File: src/pkg/hdlctx_defs.vh
// hdlctx_defs.vh: constants for the hdlc transmit packet processor
// assumes it is included by bare name from the rtl files
`ifndef HDLCTX_DEFS_VH
`define HDLCTX_DEFS_VH
// ==========================================================
// register indices; byte address is four times the index
`define HT_IDX_CTRL     8'hA0
`define HT_IDX_FIFO     8'hA2
`define HT_IDX_STATE    8'hA4
`define HT_IDX_LATCH    8'hA6
`define HT_IDX_MASK     8'hA8
// ==========================================================
// control fields
`define HT_C_THR_HI     12
`define HT_C_THR_LO     8
`define HT_C_PSD        6
`define HT_C_FEI        5
`define HT_C_FILL       4
`define HT_C_MSB        3
`define HT_C_INV        2
`define HT_C_FCSD       1
`define HT_C_FLUSH      0
`define HT_THR_RESET    5'h10
// ==========================================================
// status and latched status fields
`define HT_S_FREE_HI    13
`define HT_S_FREE_LO    8
`define HT_S_FULL       2
`define HT_S_EMPTY      1
`define HT_S_AVAIL      0
`define HT_L_OVF        5
`define HT_L_UNF        4
`define HT_L_PEND       3
`define HT_L_FULL       2
`define HT_L_EMPTY      1
`define HT_L_AVAIL      0
`define HT_L_W          6
// ==========================================================
// fifo, framing and timing constants
`define HT_DEPTH        9'h100
`define HT_AW           8
`define HT_FLAG         8'h7E
`define HT_ONES         8'hFF
`define HT_CRC_POLY     16'h1021
`define HT_CRC_INIT     16'hFFFF
`define HT_STUFF_RUN    3'h5
`define HT_PWRUP_NS     200
`define HT_CLK_NS       20
`define HT_PWRUP_CYC    ((`HT_PWRUP_NS + `HT_CLK_NS - 1) / `HT_CLK_NS)
`endif

File: src/rtl/hdlctx_ram.v
// hdlctx_ram.v: 256 x 9 transmit fifo storage, byte plus packet-end tag
// assumes one clock; read data is registered and valid one cycle later
`timescale 1ns/1ps
`default_nettype none
`include "hdlctx_defs.vh"
module hdlctx_ram (
    input  wire             pclk,    // system clock
    input  wire             pdown,   // ram powered down, no access
    input  wire             wr_en,   // write strobe
    input  wire [`HT_AW-1:0] wr_addr, // write address
    input  wire [8:0]       wr_data, // tag in bit 8, byte below
    input  wire             rd_en,   // read strobe
    input  wire [`HT_AW-1:0] rd_addr, // read address
    output reg  [8:0]       rd_q     // registered read data
);
    reg [8:0] mem [0:`HT_DEPTH-1];

    // ==========================================================
    // storage; powered down ram neither stores nor returns data
    always @(posedge pclk) begin
        if (wr_en && !pdown) begin
            mem[wr_addr] <= wr_data;
        end
        if (pdown) begin
            rd_q <= 9'h000;
        end else if (rd_en) begin
            rd_q <= mem[rd_addr];
        end
    end
endmodule // hdlctx_ram
`default_nettype wire

File: src/rtl/hdlctx_top.v
// hdlctx_top.v: hdlc transmit packet processor with apb registers
// assumes apb4 master on pclk and a framer that pulls one bit per bit_req
`timescale 1ns/1ps
`default_nettype none
`include "hdlctx_defs.vh"
module hdlctx_top (
    input  wire        pclk,     // 50 mhz clock
    input  wire        presetn,  // async reset, active low
    input  wire        psel,     // apb select
    input  wire        penable,  // apb access phase
    input  wire        pwrite,   // apb write
    input  wire [9:0]  paddr,    // apb byte address
    input  wire [31:0] pwdata,   // apb write data
    input  wire [3:0]  pstrb,    // apb byte strobes
    output wire        pready,   // apb ready, always high
    output reg  [31:0] prdata,   // apb read data, registered
    output wire        pslverr,  // unmapped address error
    input  wire        bit_req,  // framer takes one bit this cycle
    output reg         bit_out,  // serial bit toward framer
    output wire        irq       // level interrupt
);
    localparam [2:0] ST_FILL = 3'h0;
    localparam [2:0] ST_OPEN = 3'h1;
    localparam [2:0] ST_DATA = 3'h2;
    localparam [2:0] ST_FCS  = 3'h3;
    localparam [2:0] ST_CLOS = 3'h4;

    reg  [15:0] ctrl_q;
    reg  [`HT_L_W-1:0] lat_q;
    reg  [`HT_L_W-1:0] mask_q;
    reg  [8:0]  cnt_q;
    reg  [`HT_AW-1:0] wp_q;
    reg  [`HT_AW-1:0] rp_q;
    reg         pend_q;
    reg         hold_v_q;
    reg  [8:0]  hold_q;
    reg         flush_d1_q;
    reg         sync_q;
    reg  [7:0]  pwr_cnt_q;
    reg         full_d1_q;
    reg         empty_d1_q;
    reg         avail_d1_q;
    reg  [2:0]  st_q;
    reg  [7:0]  sh_q;
    reg  [3:0]  bc_q;
    reg         last_q;
    reg  [2:0]  ones_q;
    reg  [15:0] crc_q;
    wire [8:0]  ram_q;

    // ==========================================================
    // apb decode; registers sit at four times their index
    wire        setup    = psel && !penable;
    wire        access   = psel && penable;
    wire        a_ctrl   = (paddr == {`HT_IDX_CTRL, 2'b00});
    wire        a_fifo   = (paddr == {`HT_IDX_FIFO, 2'b00});
    wire        a_state  = (paddr == {`HT_IDX_STATE, 2'b00});
    wire        a_latch  = (paddr == {`HT_IDX_LATCH, 2'b00});
    wire        a_mask   = (paddr == {`HT_IDX_MASK, 2'b00});
    wire        mapped   = a_ctrl | a_fifo | a_state | a_latch | a_mask;
    wire        wr       = access && pwrite && mapped;
    assign pready  = 1'b1;
    assign pslverr = access && !mapped;

    // control fields
    wire        flush    = ctrl_q[`HT_C_FLUSH];
    wire        fcs_on   = !ctrl_q[`HT_C_FCSD];
    wire        err_ins  = ctrl_q[`HT_C_FEI] && fcs_on;
    wire [4:0]  thr      = ctrl_q[`HT_C_THR_HI:`HT_C_THR_LO];

    // ==========================================================
    // fifo level and status
    wire [8:0]  free     = `HT_DEPTH - cnt_q;
    wire        full     = (cnt_q == `HT_DEPTH);
    wire        empty    = (cnt_q == 9'h000);
    wire        avail    = (free > {1'b0, thr, 3'b000});
    wire [5:0]  groups   = free[8:3];

    // a write needs the upper lane, a live ram and room
    wire        wr_fifo  = wr && a_fifo && pstrb[1];
    wire        accept   = wr_fifo && !flush && !sync_q;
    wire        push     = accept && !full;
    wire        ovf      = accept && full;
    // one byte read ahead into the holding register
    wire        pop      = !hold_v_q && !pend_q && !empty && !flush;
    wire        flush_fall = flush_d1_q && !flush;

    hdlctx_ram u_ram (
        .pclk    (pclk),
        .pdown   (flush),
        .wr_en   (push),
        .wr_addr (wp_q),
        .wr_data ({pwdata[0], pwdata[15:8]}),
        .rd_en   (pop),
        .rd_addr (rp_q),
        .rd_q    (ram_q)
    );

    // ==========================================================
    // register writes
    always @(posedge pclk or negedge presetn) begin
        if (!presetn) begin
            ctrl_q <= {3'h0, `HT_THR_RESET, 8'h00};
            mask_q <= {`HT_L_W{1'b0}};
        end else if (wr) begin
            if (a_ctrl && pstrb[1]) begin
                ctrl_q[15:8] <= {3'h0, pwdata[`HT_C_THR_HI:`HT_C_THR_LO]};
            end
            if (a_ctrl && pstrb[0]) begin
                ctrl_q[7:0] <= {1'b0, pwdata[6:0]};
            end
            if (a_mask && pstrb[0]) begin
                mask_q <= pwdata[`HT_L_W-1:0];
            end
        end
    end

    // read data is captured in the setup phase, so no wait states
    always @(posedge pclk or negedge presetn) begin
        if (!presetn) begin
            prdata <= 32'h0000_0000;
        end else if (setup && !pwrite) begin
            prdata <= 32'h0000_0000;
            if (a_ctrl) begin
                prdata[15:0] <= ctrl_q;
            end
            if (a_state) begin
                prdata[`HT_S_FREE_HI:`HT_S_FREE_LO] <= groups;
                prdata[`HT_S_FULL]  <= full;
                prdata[`HT_S_EMPTY] <= empty;
                prdata[`HT_S_AVAIL] <= avail;
            end
            if (a_latch) begin
                prdata[`HT_L_W-1:0] <= lat_q;
            end
            if (a_mask) begin
                prdata[`HT_L_W-1:0] <= mask_q;
            end
        end
    end

    // ==========================================================
    // sticky events; a set in the clearing cycle wins
    wire [`HT_L_W-1:0] ev;
    wire [`HT_L_W-1:0] clr = (wr && a_latch && pstrb[0]) ? pwdata[`HT_L_W-1:0]
                                                         : {`HT_L_W{1'b0}};
    wire        unf;
    assign ev[`HT_L_OVF]   = ovf;
    assign ev[`HT_L_UNF]   = unf;
    assign ev[`HT_L_PEND]  = pend_q && ram_q[8];
    assign ev[`HT_L_FULL]  = full && !full_d1_q;
    assign ev[`HT_L_EMPTY] = (empty && !empty_d1_q) || flush_fall;
    assign ev[`HT_L_AVAIL] = (avail && !avail_d1_q) || flush_fall;
    assign irq = |(lat_q & mask_q);

    always @(posedge pclk or negedge presetn) begin
        if (!presetn) begin
            lat_q      <= {`HT_L_W{1'b0}};
            full_d1_q  <= 1'b0;
            empty_d1_q <= 1'b1;
            avail_d1_q <= 1'b1;
            flush_d1_q <= 1'b0;
        end else begin
            lat_q      <= (lat_q & ~clr) | ev;
            full_d1_q  <= full;
            empty_d1_q <= empty;
            avail_d1_q <= avail;
            flush_d1_q <= flush;
        end
    end

    // ==========================================================
    // fifo pointers, level and power-up wait after a flush
    always @(posedge pclk or negedge presetn) begin
        if (!presetn) begin
            wp_q      <= {`HT_AW{1'b0}};
            rp_q      <= {`HT_AW{1'b0}};
            cnt_q     <= 9'h000;
            pend_q    <= 1'b0;
            sync_q    <= 1'b0;
            pwr_cnt_q <= 8'h00;
        end else if (flush) begin
            wp_q      <= {`HT_AW{1'b0}};
            rp_q      <= {`HT_AW{1'b0}};
            cnt_q     <= 9'h000;
            pend_q    <= 1'b0;
            sync_q    <= 1'b1;
            pwr_cnt_q <= 8'h00;
        end else begin
            if (push) begin
                wp_q <= wp_q + 1'b1;
            end
            if (pop) begin
                rp_q <= rp_q + 1'b1;
            end
            cnt_q  <= cnt_q + {8'h00, push} - {8'h00, pop};
            pend_q <= pop;
            if (sync_q) begin
                pwr_cnt_q <= pwr_cnt_q + 8'h01;
                if (pwr_cnt_q == `HT_PWRUP_CYC - 1) begin
                    sync_q <= 1'b0;
                end
            end
        end
    end

    // ==========================================================
    // serialiser; advances only when the framer takes a bit
    wire        in_pkt   = (st_q == ST_DATA) || (st_q == ST_FCS);
    wire        stuff    = (in_pkt || (st_q == ST_CLOS)) && (ones_q == `HT_STUFF_RUN);
    wire        fcs_bit  = err_ins ? crc_q[15] : !crc_q[15];
    wire        raw      = stuff ? 1'b0 : ((st_q == ST_FCS) ? fcs_bit : sh_q[0]);
    wire        byte_end = (bc_q == 4'h7);
    wire        start_ok = hold_v_q && !ctrl_q[`HT_C_PSD];
    wire [7:0]  fill     = ctrl_q[`HT_C_FILL] ? `HT_ONES : `HT_FLAG;
    // bits leave lsb first, so msb mode reverses the byte to send its msb first
    wire [7:0]  nxt_byte;
    genvar gi;
    generate
        for (gi = 0; gi < 8; gi = gi + 1) begin : g_rev
            assign nxt_byte[gi] = ctrl_q[`HT_C_MSB] ? hold_q[7-gi] : hold_q[gi];
        end
    endgenerate
    assign unf = bit_req && !stuff && (st_q == ST_DATA) && byte_end
                 && !last_q && !hold_v_q;

    always @(posedge pclk or negedge presetn) begin
        if (!presetn) begin
            st_q     <= ST_FILL;
            sh_q     <= `HT_FLAG;
            bc_q     <= 4'h0;
            last_q   <= 1'b0;
            ones_q   <= 3'h0;
            crc_q    <= `HT_CRC_INIT;
            hold_v_q <= 1'b0;
            hold_q   <= 9'h000;
            bit_out  <= 1'b0;
        end else if (flush) begin
            st_q     <= ST_FILL;
            sh_q     <= fill;
            bc_q     <= 4'h0;
            ones_q   <= 3'h0;
            hold_v_q <= 1'b0;
        end else begin
            if (pend_q) begin
                hold_q   <= ram_q;
                hold_v_q <= 1'b1;
            end
            if (bit_req) begin
                bit_out <= raw ^ ctrl_q[`HT_C_INV];
                if (stuff) begin
                    ones_q <= 3'h0;
                end else begin
                    ones_q <= (in_pkt && raw) ? ones_q + 3'h1 : 3'h0;
                    if (st_q == ST_DATA) begin
                        crc_q <= {crc_q[14:0], 1'b0}
                                 ^ ((crc_q[15] ^ raw) ? `HT_CRC_POLY : 16'h0000);
                    end else if (st_q == ST_FCS) begin
                        crc_q <= {crc_q[14:0], 1'b0};
                    end
                    sh_q <= {1'b0, sh_q[7:1]};
                    bc_q <= bc_q + 4'h1;
                    case (st_q)
                        ST_FILL, ST_CLOS: begin
                            if (byte_end) begin
                                bc_q <= 4'h0;
                                if (start_ok) begin
                                    st_q <= ST_OPEN;
                                    sh_q <= `HT_FLAG;
                                end else begin
                                    st_q <= ST_FILL;
                                    sh_q <= fill;
                                end
                            end
                        end
                        ST_OPEN: begin
                            if (byte_end) begin
                                bc_q  <= 4'h0;
                                crc_q <= `HT_CRC_INIT;
                                if (hold_v_q) begin
                                    st_q     <= ST_DATA;
                                    sh_q     <= nxt_byte;
                                    last_q   <= hold_q[8];
                                    hold_v_q <= 1'b0;
                                end else begin
                                    st_q <= ST_FILL;
                                    sh_q <= fill;
                                end
                            end
                        end
                        ST_DATA: begin
                            if (byte_end) begin
                                bc_q <= 4'h0;
                                if (last_q) begin
                                    st_q <= fcs_on ? ST_FCS : ST_CLOS;
                                    sh_q <= `HT_FLAG;
                                end else if (hold_v_q) begin
                                    sh_q     <= nxt_byte;
                                    last_q   <= hold_q[8];
                                    hold_v_q <= 1'b0;
                                end else begin
                                    st_q <= ST_CLOS;                 // aborts on underflow
                                    sh_q <= `HT_FLAG;
                                end
                            end
                        end
                        ST_FCS: begin
                            sh_q <= `HT_FLAG;
                            if (bc_q == 4'hF) begin
                                st_q <= ST_CLOS;
                                bc_q <= 4'h0;
                            end
                        end
                        default: begin
                            st_q <= ST_FILL;
                            sh_q <= fill;
                            bc_q <= 4'h0;
                        end
                    endcase
                end
            end
        end
    end
endmodule // hdlctx_top
`default_nettype wire

File: config.mk
export PLATFORM = sky130hd
export DESIGN_NAME = hdlctx_top
export DESIGN_NICKNAME = d
export VERILOG_FILES = /design/src/rtl/hdlctx_ram.v /design/src/rtl/hdlctx_top.v
export VERILOG_INCLUDE_DIRS = /design/src /design/src/pkg
export SDC_FILE = /design/constraint.sdc
export NUM_CORES = 2
export LEC_CHECK = 0
export BUFFER_PORTS_ARGS = -buffer_cell sky130_fd_sc_hd__buf_2
export CAP_MARGIN = 10
export CORE_MARGIN = 1.5
export CORE_UTILIZATION = 42
export CTS_BUF_LIST = sky130_fd_sc_hd__clkbuf_2 sky130_fd_sc_hd__clkbuf_4 sky130_fd_sc_hd__clkbuf_8
export CTS_CLUSTER_SIZE = 12
export DETAILED_ROUTE_END_ITERATION = 10
export GPL_ROUTABILITY_DRIVEN = 0
export PLACE_DENSITY = 0.6
export SLEW_MARGIN = 20
export SYNTH_ARGS = -nofsm -noshare
export SYNTH_HDL_FRONTEND = slang
export SYNTH_HIERARCHICAL = 1
export SYNTH_SLANG_ARGS = --single-unit
File: constraint.sdc
create_clock -name pclk -period 5.18 [get_ports pclk]
set_clock_uncertainty 0.1 [all_clocks]
set_input_delay 1.036 -clock pclk [delete_from_list [all_inputs] [get_ports pclk]]
set_output_delay 1.036 -clock pclk [all_outputs]
set_load 0.005 [all_outputs]
==> summary.md <==
| Metric | Value |
|---|---|
| WP data arrival | `5100 ps` |
| Register area | `72470 um^2` |
| Flops & latches, synth | `2435` |
| Vias/cell | `5.848` |
| Most used cell, CP | `nor2_1` |
| Ratio of cells with drive above 1 in the final layout | `25.74%` |
| Startpoint types | `register` |
| DRT antenna net count | `0` |
| TNS Setup | `0 ps` |
| Final core occ | `47.76%` |
| Mean Syn Cell Area | `19.69 um^2` |
| Latest clock arrival within the worst-skew pair | `1090 ps` |
| Total CTS buffers | `401` |
| RSZ-0062 raised after global routing | `false` |
| Pre-antenna DRT Iters | `6` |
| CP Capture Type | `register` |
| Die span in x | `484.9 um` |
| FF-to-FF path depth | `9` |
| CP max FO | `9` |
| Largest net degree at the start of global routing | `141` |
| WHS Path Cells | `2` |
| Post-synth ARST share | `5.010%` |
| Synthesis-to-layout area growth | `12.81%` |
| Critical path, cell by cell | `inv_1 > ha_1 > nand3_1 > nor2_1 > ha_1 > nor2_1 > nor2b_1 > nand2_1 > nor2_1` |
| Simple-gate area share of the yosys netlist | `4.016%` |
| Most frequent cells in the layout | `2304 x edfxtp_1, 415 x clkbuf_8, 386 x mux4_2` |
| Post-Synth Adder-Cell Area | `0.3926%` |
| Synth Area in Compound Gates | `3.444%` |
| R2R setup slack | `660 ps` |
| DRC | `0` |
| MaxCap Viol Count | `0` |
| Initial Util | `42.34%` |
| Yosys warns | `6` |
| WHS Endpoint | `ctrl_q[6]` |
| Routed vias | `51340` |
| Most common library cell in the layout ignoring fill and taps | `edfxtp_1` |
| Cell Area, Synth | `97520 um^2` |
| Final Non-Filler Cells | `8779` |
| Xor and xnor area share after synthesis | `0.2874%` |
| Final WL | `259.0 mm` |
| RR Startpoint | `cnt_q[2]` |
| Final Cycle Share | `87.19%` |
| Post-Place Cells | `8065` |
| Tmin final | `4516 ps` |
| Max frequency | `221.4 MHz` |
| WS Path Type | `reg2reg` |
| Yosys cell types | `95` |
| Number of nets in the layout | `5525` |
| Hold wc startpoint | `pwdata[6]` |
| Multi-input gate area | `22650 um^2` |
| Design area | `110000 um^2` |
| LEAKAGE | `36.25 nW` |
| Initial drt markers | `5196` |
| Syn Inst Count | `4954` |
| Post-DR wirelength/cell | `29.50 um` |
| Root Buffer | `clkbuf_8` |
| Final HPWL from detailed placement | `161.1 mm` |
| Dominant synthesized flop cell | `edfxtp_1` |
| Crit-path max cell delay | `980 ps` |
| PortBufs | `48` |
| Worst vdd ir | `0.3469 mV` |
| CORE AREA | `230300 um^2` |
| Mux contribution to synthesized area | `14.95%` |
| First-pass GRT wire length | `369.5 mm` |
| Status | `completed` |
| Clock buffer depth | `4` |
| Register area share after synthesis | `74.29%` |
| Slowest cell on the critical path | `nor2_1` |
| Die H | `484.9 um` |
| Total Die Area | `235100 um^2` |
| Worst-margin pin slew | `1220 ps` |
| Vias in the first global route | `50790` |
| Initial antenna violation count | `9` |
| Std-Cell Rows | `176` |
| Worst path required time | `5760 ps` |
| Clock Sinks | `2435` |
| CTS H-Tree Depth | `5` |
| CTS clk-pin slew, worst paths | `60 ps` |
| Rel. slew slack | `16.60%` |
| Grt total ovfl | `0` |
| Post-cts resize count | `0` |
| Layout fillers | `19040` |
| Critical R2R Capture | `u_ram/mem[31][1]` |
| Tot GR Track Use | `21.82%` |
| Setup bufs post-CTS | `0` |
| CTS tree | `built` |
| P per Cell Area | `462.0 nW/um^2` |
| Final Hold Viols | `0` |
| Placed Area | `102200 um^2` |
| Main combinational cell family by area after synthesis | `multiplexers` |
| I/O pin count | `88` |
| Hold/Removal Path Class | `in2reg` |
| Final setup viols | `0` |
| EDFF count, synth | `2304` |
| Final count of pins violating max slew | `0` |
-- synth_stat cells (10+ instances only) --
| library cell | instances | area (um^2) |
|---|---|---|
| nand4_1 | 28 | 175.2 |
| o21ai_0 | 46 | 230.2 |
| and2_1 | 12 | 75.07 |
| buf_2 | 44 | 220.2 |
| clkbuf_8 | 12 | 165.2 |
| inv_1 | 31 | 116.4 |
| buf_12 | 28 | 560.5 |
| a22oi_1 | 58 | 435.4 |
| xor2_1 | 13 | 113.9 |
| a31oi_1 | 18 | 112.6 |
| a211oi_1 | 25 | 187.7 |
| nand2b_1 | 19 | 118.9 |
| a32oi_1 | 10 | 87.58 |
| a2111oi_0 | 16 | 140.1 |
| buf_1 | 11 | 41.29 |
| o211ai_1 | 13 | 97.59 |
| a22o_1 | 16 | 140.1 |
| edfxtp_1 | 2304 | 69190 |
| nor2b_1 | 27 | 168.9 |
| mux2_2 | 39 | 439.2 |
| mux2i_1 | 282 | 2823 |
| nor2_1 | 378 | 1419 |
| a21oi_1 | 65 | 325.3 |
| buf_8 | 22 | 330.3 |
| xnor2_1 | 19 | 166.4 |
| nor4_1 | 25 | 156.4 |
| ha_1 | 29 | 362.9 |
| nand3_1 | 80 | 400.4 |
| dfrtp_1 | 97 | 2427 |
| o221ai_1 | 51 | 446.7 |
| mux4_1 | 100 | 2628 |
| nor3_1 | 35 | 175.2 |
| o22ai_1 | 89 | 556.8 |
| or3_1 | 10 | 62.56 |
| buf_6 | 30 | 337.8 |
| clkbuf_1 | 112 | 420.4 |
| dfstp_2 | 25 | 656.9 |
| buf_4 | 43 | 322.8 |
| mux4_2 | 386 | 8693 |
| nand2_1 | 160 | 600.6 |
-- critical path: cells and delay by family, from the launching register on --
kind                       cells  cell delay (ps)
buffers and inverters          1               90
and+or+nand+nor                6             3110
adders and majority gates      2              450
DFF                            1              370
-- through the flow --
step / hold slack, ps / setup WS [ps] / total power, mW
2_1_floorplan: 292.8 / 1232 / 31.46
3_3_place_gp: 304.0 / 129.8 / 34.62
3_5_place_dp: 299.9 / 145.3 / 34.72
4_1_cts: 13.17 / 763.3 / 51.23
6_report: 112.4 / 663.7 / 50.83
5_1_grt: 75.67 / 523.3 / 52.66
-- sequential cells by signal, indices dropped and copies added, names as in the netlist, 3 cells and up --
name	cells
u_ram/mem	2304
crc_q	16
prdata	13
ctrl_q	12
cnt_q	9
hold_q	9
u_ram/rd_q	9
pwr_cnt_q	8
rp_q	8
sh_q	8
wp_q	8
lat_q	6
mask_q	6
bc_q	4
ones_q	3
st_q	3
-- power by group --
group          internal, mW  switching, mW
registers              21.9          0.534
clock network          9.09           7.45
logic                  5.32           6.56
-- layer usage --
metal	vias to the layer above	routed length, um	track usage, %
met5	-	32	0
met4	4	8933	8.051
met3	447	22710	4.888
met2	2408	121300	33.88
met1	27090	106000	30.21
li1	21390	-	-
-- logic make-up (layout without fill, tap and decap cells) --
logic type	count (synthesis)	in the layout
other	2	24
xor gates and xnor gates	32	32
muxes	807	807
AOI/OAI and AO/OA	470	470
buffers and inverters	337	1114
DFF	2435	2435
and+or+nand+nor	841	841
adders and majority gates	30	30
-- cell type report --
type                    count  share of cell area [%]
diodes                      4                0.009099
flip-flops and latches   2435                   65.87
clock buffers             532                   5.945
well taps                3026                   3.442
clock inverters           177                   1.148
repair buffers            373                   2.881
inverters                  32                  0.1137
multi-input cells        2200                   20.59
-- timing repair --
| action | in CTS | in global routing |
|---|---|---|
| endpoints found under the setup margin | 0 | 0 |
| endpoints found under the hold margin | 83 | 0 |
| hold buffers | 1 | 0 |
-- worst max path at each step --
stage | end | slack, ps | start
floorplan | u_ram/mem[112][0] | 1230 | paddr[3]
global placement | u_ram/mem[31][3] | 130 | paddr[1]
detailed placement | u_ram/mem[31][3] | 150 | paddr[1]
CTS | u_ram/mem[31][1] | 760 | cnt_q[2]
global route | u_ram/mem[31][1] | 520 | cnt_q[2]
finish | u_ram/mem[31][1] | 660 | cnt_q[2]
Power figures use the tool's default switching activity.
